## src/ssc_pkg.sv

```systemverilog
// Purpose: Constants and types for the serial slave capture block.
// Assumes: Register indices are word indices; byte address is index * 4.
// Notes: Frame is one command byte then a 16-bit address, MSB first.
// Notes on behaviour
// - The captured 16-bit master address reads as a high byte and a low byte at consecutive locations.
// - The captured command byte from the master reads in a read-only register.
// - The serial slave port works on the four shared pins only while the enable bit is set, and that bit resets to zero.
// - Hardware sets the interrupt flag on each complete 24-bit frame and it stays set until software clears it.
package ssc_pkg;
  localparam int          PADDR_W     = 18;
  localparam logic [15:0] IDX_ENABLE  = 16'h2070;
  localparam logic [15:0] IDX_CMD     = 16'h2071;
  localparam logic [15:0] IDX_ADDR_HI = 16'h2072;
  localparam logic [15:0] IDX_ADDR_LO = 16'h2073;
  localparam logic [15:0] IDX_FLAG    = 16'h20b1;
  localparam logic [15:0] IDX_MASK    = 16'h20b2;
  localparam int          ENABLE_BIT  = 7;
  localparam int          FLAG_BIT    = 4;
  localparam logic        ENABLE_RST  = 1'b0;
  localparam logic        FLAG_RST    = 1'b0;
  localparam logic        MASK_RST    = 1'b0;
  localparam logic [7:0]  CAPTURE_RST = 8'h00;
  localparam logic [4:0]  FRAME_BITS  = 5'h18;
  typedef enum logic [1:0] {
    ST_IDLE  = 2'b00,
    ST_SHIFT = 2'b01,
    ST_DONE  = 2'b11
  } ssc_state_t;
endpackage : ssc_pkg

```

## src/ssc_top.sv

```systemverilog
// Purpose: Serial slave port capturing command and address, APB registers.
// Assumes: Link clock is slow against core_clk and sampled by it.
// Notes: Mode 0 framing, bits taken on rising link clock edges.
`timescale 1ns/10ps
`default_nettype none
module ssc_top
  import ssc_pkg::*;
(
  // Clock and reset.
  input  wire logic               core_clk,
  input  wire logic               sys_rst,
  // APB slave.
  input  wire logic               psel,
  input  wire logic               penable,
  input  wire logic               pwrite,
  input  wire logic [PADDR_W-1:0] paddr,
  input  wire logic [31:0]        pwdata,
  output logic      [31:0]        prdata,
  output logic                    pready,
  output logic                    pslverr,
  // Shared display pins carrying the serial port.
  input  wire logic               shared_display_pin_first,
  input  wire logic               ser_mosi_in,
  input  wire logic               ser_sel_n_in,
  input  wire logic               shared_display_pin_last_in,
  output logic                    shared_display_pin_last_out,
  output logic                    shared_display_pin_last_oe,
  // Interrupt.
  output logic                    irq
);

  logic [1:0]  sclk_sync_reg;
  logic [1:0]  mosi_sync_reg;
  logic [1:0]  sel_sync_reg;
  logic        sclk_prev_reg;
  logic        sel_prev_reg;
  logic        enable_reg;
  logic        flag_reg;
  logic        mask_reg;
  logic [7:0]  cmd_reg;
  logic [15:0] addr_reg;
  logic [23:0] shift_reg;
  logic [4:0]  bit_cnt_reg;
  logic        pready_reg;
  logic [31:0] prdata_reg;
  logic        pslverr_reg;
  logic        irq_reg;
  logic        miso_oe_reg;
  ssc_state_t  state_reg;
  ssc_state_t  state_next;

  logic        sclk_rise;
  logic        sel_rise;
  logic        sel_low;
  logic        apb_acc;
  logic        apb_wr;
  logic        hit;
  logic [15:0] idx;
  logic [31:0] rd_mux;

  // The first sync stage feeds only the second; edges use stage two.
  always_ff @(posedge core_clk) begin
    if (sys_rst) begin
      sclk_sync_reg <= 2'h0;
      mosi_sync_reg <= 2'h0;
      sel_sync_reg  <= 2'h3;
      sclk_prev_reg <= 1'b0;
      sel_prev_reg  <= 1'b1;
    end else begin
      sclk_sync_reg <= {sclk_sync_reg[0], shared_display_pin_first};
      mosi_sync_reg <= {mosi_sync_reg[0], ser_mosi_in};
      sel_sync_reg  <= {sel_sync_reg[0], ser_sel_n_in};
      sclk_prev_reg <= sclk_sync_reg[1];
      sel_prev_reg  <= sel_sync_reg[1];
    end
  end

  assign sclk_rise = sclk_sync_reg[1] & ~sclk_prev_reg;
  assign sel_rise  = sel_sync_reg[1] & ~sel_prev_reg;
  assign sel_low   = ~sel_sync_reg[1];

  always_comb begin
    state_next = state_reg;
    case (state_reg)
      ST_IDLE: begin
        if (enable_reg && sel_low) begin
          state_next = ST_SHIFT;
        end
      end
      ST_SHIFT: begin
        if (!enable_reg) begin
          state_next = ST_IDLE;
        end else if (sel_rise) begin
          state_next = (bit_cnt_reg == FRAME_BITS) ? ST_DONE : ST_IDLE;
        end
      end
      ST_DONE: begin
        state_next = ST_IDLE;
      end
      default: begin
        state_next = ST_IDLE;
      end
    endcase
  end

  always_ff @(posedge core_clk) begin
    if (sys_rst) begin
      state_reg <= ST_IDLE;
    end else begin
      state_reg <= state_next;
    end
  end

  // Bits past the frame length are ignored; short frames are dropped.
  always_ff @(posedge core_clk) begin
    if (sys_rst) begin
      shift_reg   <= 24'h000000;
      bit_cnt_reg <= 5'h00;
    end else if (state_reg != ST_SHIFT) begin
      bit_cnt_reg <= 5'h00;
    end else if (sclk_rise && bit_cnt_reg != FRAME_BITS) begin
      shift_reg   <= {shift_reg[22:0], mosi_sync_reg[1]};
      bit_cnt_reg <= bit_cnt_reg + 5'h01;
    end
  end

  always_ff @(posedge core_clk) begin
    if (sys_rst) begin
      cmd_reg  <= CAPTURE_RST;
      addr_reg <= {CAPTURE_RST, CAPTURE_RST};
    end else if (state_reg == ST_DONE) begin
      cmd_reg  <= shift_reg[23:16];
      addr_reg <= shift_reg[15:0];
    end
  end

  // The slave drives its output pin only while selected and enabled.
  always_ff @(posedge core_clk) begin
    if (sys_rst) begin
      miso_oe_reg <= 1'b0;
    end else begin
      miso_oe_reg <= (state_reg == ST_SHIFT) && sel_low;
    end
  end

  // APB: one wait state so that read data comes from a flop.
  assign idx     = paddr[PADDR_W-1:2];
  assign apb_acc = psel & penable & pready_reg;
  assign apb_wr  = apb_acc & pwrite & hit;

  always_comb begin
    hit    = (paddr[1:0] == 2'h0);
    rd_mux = 32'h00000000;
    case (idx)
      IDX_ENABLE:  rd_mux[ENABLE_BIT] = enable_reg;
      IDX_CMD:     rd_mux[7:0]        = cmd_reg;
      IDX_ADDR_HI: rd_mux[7:0]        = addr_reg[15:8];
      IDX_ADDR_LO: rd_mux[7:0]        = addr_reg[7:0];
      IDX_FLAG:    rd_mux[FLAG_BIT]   = flag_reg;
      IDX_MASK:    rd_mux[FLAG_BIT]   = mask_reg;
      default:     hit                = 1'b0;
    endcase
  end

  always_ff @(posedge core_clk) begin
    if (sys_rst) begin
      pready_reg  <= 1'b0;
      prdata_reg  <= 32'h00000000;
      pslverr_reg <= 1'b0;
    end else begin
      pready_reg  <= psel & penable & ~pready_reg;
      prdata_reg  <= (psel & ~pwrite) ? rd_mux : 32'h00000000;
      pslverr_reg <= psel & penable & ~pready_reg & ~hit;
    end
  end

  always_ff @(posedge core_clk) begin
    if (sys_rst) begin
      enable_reg <= ENABLE_RST;
      mask_reg   <= MASK_RST;
    end else if (apb_wr && idx == IDX_ENABLE) begin
      enable_reg <= pwdata[ENABLE_BIT];
    end else if (apb_wr && idx == IDX_MASK) begin
      mask_reg <= pwdata[FLAG_BIT];
    end
  end

  always_ff @(posedge core_clk) begin
    if (sys_rst) begin
      flag_reg <= FLAG_RST;
    end else if (state_reg == ST_DONE) begin
      flag_reg <= 1'b1;
    end else if (apb_wr && idx == IDX_FLAG && !pwdata[FLAG_BIT]) begin
      flag_reg <= 1'b0;
    end
  end

  always_ff @(posedge core_clk) begin
    if (sys_rst) begin
      irq_reg <= 1'b0;
    end else begin
      irq_reg <= flag_reg & mask_reg;
    end
  end

  assign prdata                      = prdata_reg;
  assign pready                      = pready_reg;
  assign pslverr                     = pslverr_reg;
  assign irq                         = irq_reg;
  assign shared_display_pin_last_out = 1'b0;
  assign shared_display_pin_last_oe  = miso_oe_reg;
endmodule : ssc_top
`default_nettype wire

```

## config.mk

```make
export PLATFORM = sky130hd
export DESIGN_NAME = ssc_top
export DESIGN_NICKNAME = d
export VERILOG_FILES = /design/src/ssc_pkg.sv /design/src/ssc_top.sv
export SDC_FILE = /design/constraint.sdc
export NUM_CORES = 1
export LEC_CHECK = 0
export BUFFER_PORTS_ARGS = -buffer_cell sky130_fd_sc_hd__buf_2
export CAP_MARGIN = 10
export CORE_MARGIN = 2
export CORE_UTILIZATION = 51
export DETAILED_ROUTE_END_ITERATION = 8
export HOLD_SLACK_MARGIN = 0.06
export PLACE_DENSITY = 0.81
export SETUP_SLACK_MARGIN = 0.1
export SLEW_MARGIN = 20
export SYNTH_ARGS = -nofsm -noshare
export SYNTH_HDL_FRONTEND = slang
export SYNTH_SLANG_ARGS = --single-unit
```

## constraint.sdc

```tcl
create_clock -name core_clk -period 2.4 [get_ports core_clk]
set_input_delay 0.48 -clock core_clk [delete_from_list [all_inputs] [get_ports core_clk]]
set_output_delay 0.48 -clock core_clk [all_outputs]
set_load 0.05 [all_outputs]
```

==> metrics.md <==
| Metric | Value |
|---|---|
| Simple-gate portion of the synthesized area | 20.4% |
| Critical Path AT | 2.35 ns |
| Hold path start | ser_sel_n_in |
| Cell Rows | 28 |
| Via Count | 2328 |
| P&R area growth vs syn | 12.1% |
| Post-synthesis sequential area ratio | 49.8% |
| Detail Placement HPWL | 3980 um |
| Worst Max-Slew Pin Slew | 0.623 ns |
| Hold WS | 0.301 ns |
| Worst-path fanout max | 4 |
| Syn Area/Cell | 9.16 um2 |
| Wire length per cell | 13.0 um |
| Initial antenna violation count | 0 |
| Tot GR Track Use | 19.1% |
| Max-slew violations | 0 |
| Fmax | 481 MHz |
| Clock sink count | 78 |
| Core Footprint | 0.00592 mm2 |
| Vias/cell | 5.05 |
| RSZ-0062 raised after global routing | false |
| # setup viols final | 0 |
| Compound-cell area share of the yosys netlist | 7.91% |
| Crit Path Class | input port to register |
| Layout cell share with drive strength beyond 1 | 19.9% |
| Static Leak | 1.53 nW |
| DR pass1 iterations | 4 |
| Netlist Area Pre-Place | 0.00313 mm2 |
| Worst r2r src | bit_cnt_reg[0] |
| Die area | 0.00679 mm2 |
| Largest family of logic cells by synthesized area | simple AND/OR/NAND/NOR gates |
| Clock Latency Late Sink | 0.35 ns |
| Post_cts resized | 0 |
| Post-CTS setup buffer count | 0 |
| Synth warn | 0 |
| Period utilization | 86.6% |
| Final Hold Viols | 0 |
| Critical path's slowest cell | or4_1 |
| Setup Skew | 0.0142 ns |
| Nets | 442 |
| VDD IR-drop max | 0.000341 V |
| Post-synthesis mux area share | 10.9% |
| CTS root buffer | clkbuf_8 |
| First-pass GRT wire length | 9580 um |
| FFs w/ async S/R, synth | 0% |
| CTS buffer count | 9 |
| CP startpoint kind | input port |
| Crit path cell chain | buf_2 > or4b_4 > buf_4 > or4_1 > or3_1 > a21oi_1 |
| Crit path largest cell delay | 0.55 ns |
| Internal reg-to-reg setup slack | 0.57 ns |
| Pwr Density | 695 mW/mm2 |
| Hold endpoint | sel_sync_reg[0] |
| Worst Path Required | 2.67 ns |
| Run status | finished, final reports clean |
| H-tree levels | 3 |
| DRC violations left | 0 |
| Max_cap viols | 0 |
| Die span in x | 82.4 um |
| Worst-path clk slew | 0.09 ns |
| Die Span Y | 82.4 um |
| Clk buf depth | 2 |
| R2r worst-path depth | 7 |
| First DRT Iteration DRCs | 138 |
| Ant diodes | 0 |
| Post-Synth XOR/XNOR Area | 1.12% |
| Most common flop cell mapped by yosys | dfxtp_1 |
| Synth cell types | 42 |
| Max reg flops | 24 |
| Setup Total Neg Slack | 0 ns |
| Final ANT Viol Nets | 0 |
| Routability cong. | 0.725 |
| Pin count of the biggest net entering global routing | 65 |
| Seq cells post-synth | 78 |
| Post-synth EDFFs | 0 |
| Port-buffer cells | 39 |
| Mapped Cells | 342 |
| Cts hold-fix bufs | 0 |
| Grt total ovfl | 0 |
| Tmin final | 2.08 ns |
| Hold depth | 2 |
| Hold Crit Class | input port to register |
| Overall routed net length | 5970 um |
| Final core occ | 59.3% |
| CTS tree | built |
| Starting Density | 52.9% |
| Rel. slew slack | 58.5% |
| Reg2reg end | shift_reg[19] |
| Critical Path End Type | register |
| Number of global-route vias before repair | 2141 |
| Boundary Pins | 96 |
| Synth Area in Adders | 0.799% |
area by class of cell:
class / count / area, um2
clock buffers: 10 / 138
clock inverters: 6 / 61.3
fillers: 518 / 2410
inverters: 5 / 18.8
multi-input cells: 240 / 1380
flip-flops and latches: 78 / 1560
well taps: 75 / 93.8
repair buffers: 47 / 255
per-stage QoR:
step | area [um2] | instances | total power, mW | setup slack [ns]
CTS | 3510 | 461 | 2.46 | 0.337
global placement | 3310 | 445 | 1.50 | -0.0318
finish | 3510 | 461 | 2.44 | 0.323
detailed placement | 3310 | 445 | 1.50 | -0.0368
global route | 3510 | 461 | 2.52 | 0.306
floorplan | 3220 | 366 | 1.49 | 0.220
metal layers:
layer	vias up	routed length [um]	part of all wire [%]	GRT usage (%)
met2	65	2930	49	32.1
met5	-	0	0	0
li1	1172	-	-	-
met3	14	303	5.1	5.98
met1	1077	2610	44	22.1
met4	0	119	2.0	8.83
layout by cell type, fill, tap and decap left out, drive strengths merged, types with 3 or more instances in the layout:
master and n:
a21oi 27, a22oi 8, buf 47, clkbuf 10
clkinv 4, conb 25, dfxtp 78, inv 5
mux2 7, mux2i 24, nand2 54, nand2b 3
nand3 3, nand4 3, nor2 38, nor2b 10
o21ai 4, or2 4, or4 3, xor2 3
critical path: cells and delay by family:
| family | cells | cell delay (ns) |
|---|---|---|
| AOI/OAI and AO/OA | 1 | 0.16 |
| buffers and inverters | 2 | 0.25 |
| and+or+nand+nor | 3 | 1.46 |
Yosys cell counts (2+ instances only):
cell,number,share of area (%)
nand2b_1,3,0.60
buf_4,25,6.0
or4_1,2,0.48
buf_2,3,0.48
ha_1,2,0.80
nand3b_1,2,0.48
mux2_2,7,2.5
o21ai_1,2,0.32
nor4b_1,2,0.56
a22oi_1,8,1.9
mux2i_1,24,7.7
clkbuf_1,15,1.8
xor2_1,3,0.84
o21ai_0,2,0.32
inv_1,5,0.60
nor4_1,2,0.40
a21oi_1,27,4.3
or2_2,4,0.80
nor2_1,38,4.6
nor2b_1,10,2.0
nand2_1,54,6.5
nand3_1,3,0.48
dfxtp_1,78,50
nand4_1,3,0.60
how the worst max path moves through the flow:
stage	start	to	slack (ns)	cells past startpoint
3_3_place_gp	paddr[14]	prdata[2]	-0.03	6
4_1_cts	paddr[14]	mask_reg	0.34	6
5_1_grt	paddr[14]	mask_reg	0.31	6
3_5_place_dp	paddr[14]	mask_reg	-0.04	6
2_1_floorplan	paddr[14]	prdata[7]	0.22	5
6_report	paddr[14]	mask_reg	0.32	6
power breakdown:
part           total [mW]  internal (mW)  switching (mW)
registers            1.30           1.30         0.00223
clock network       0.974          0.505           0.469
logic               0.166         0.0340           0.132
total                2.44           1.84           0.603
logic make-up after synthesis:
logic type,Yosys count
buffers and inverters,48
and+or+nand+nor,134
AOI/OAI and AO/OA,43
other,1
muxes,32
DFF,78
adders and majority gates,2
xor gates and xnor gates,4
Note: power is estimated with default switching activity, not from simulation.
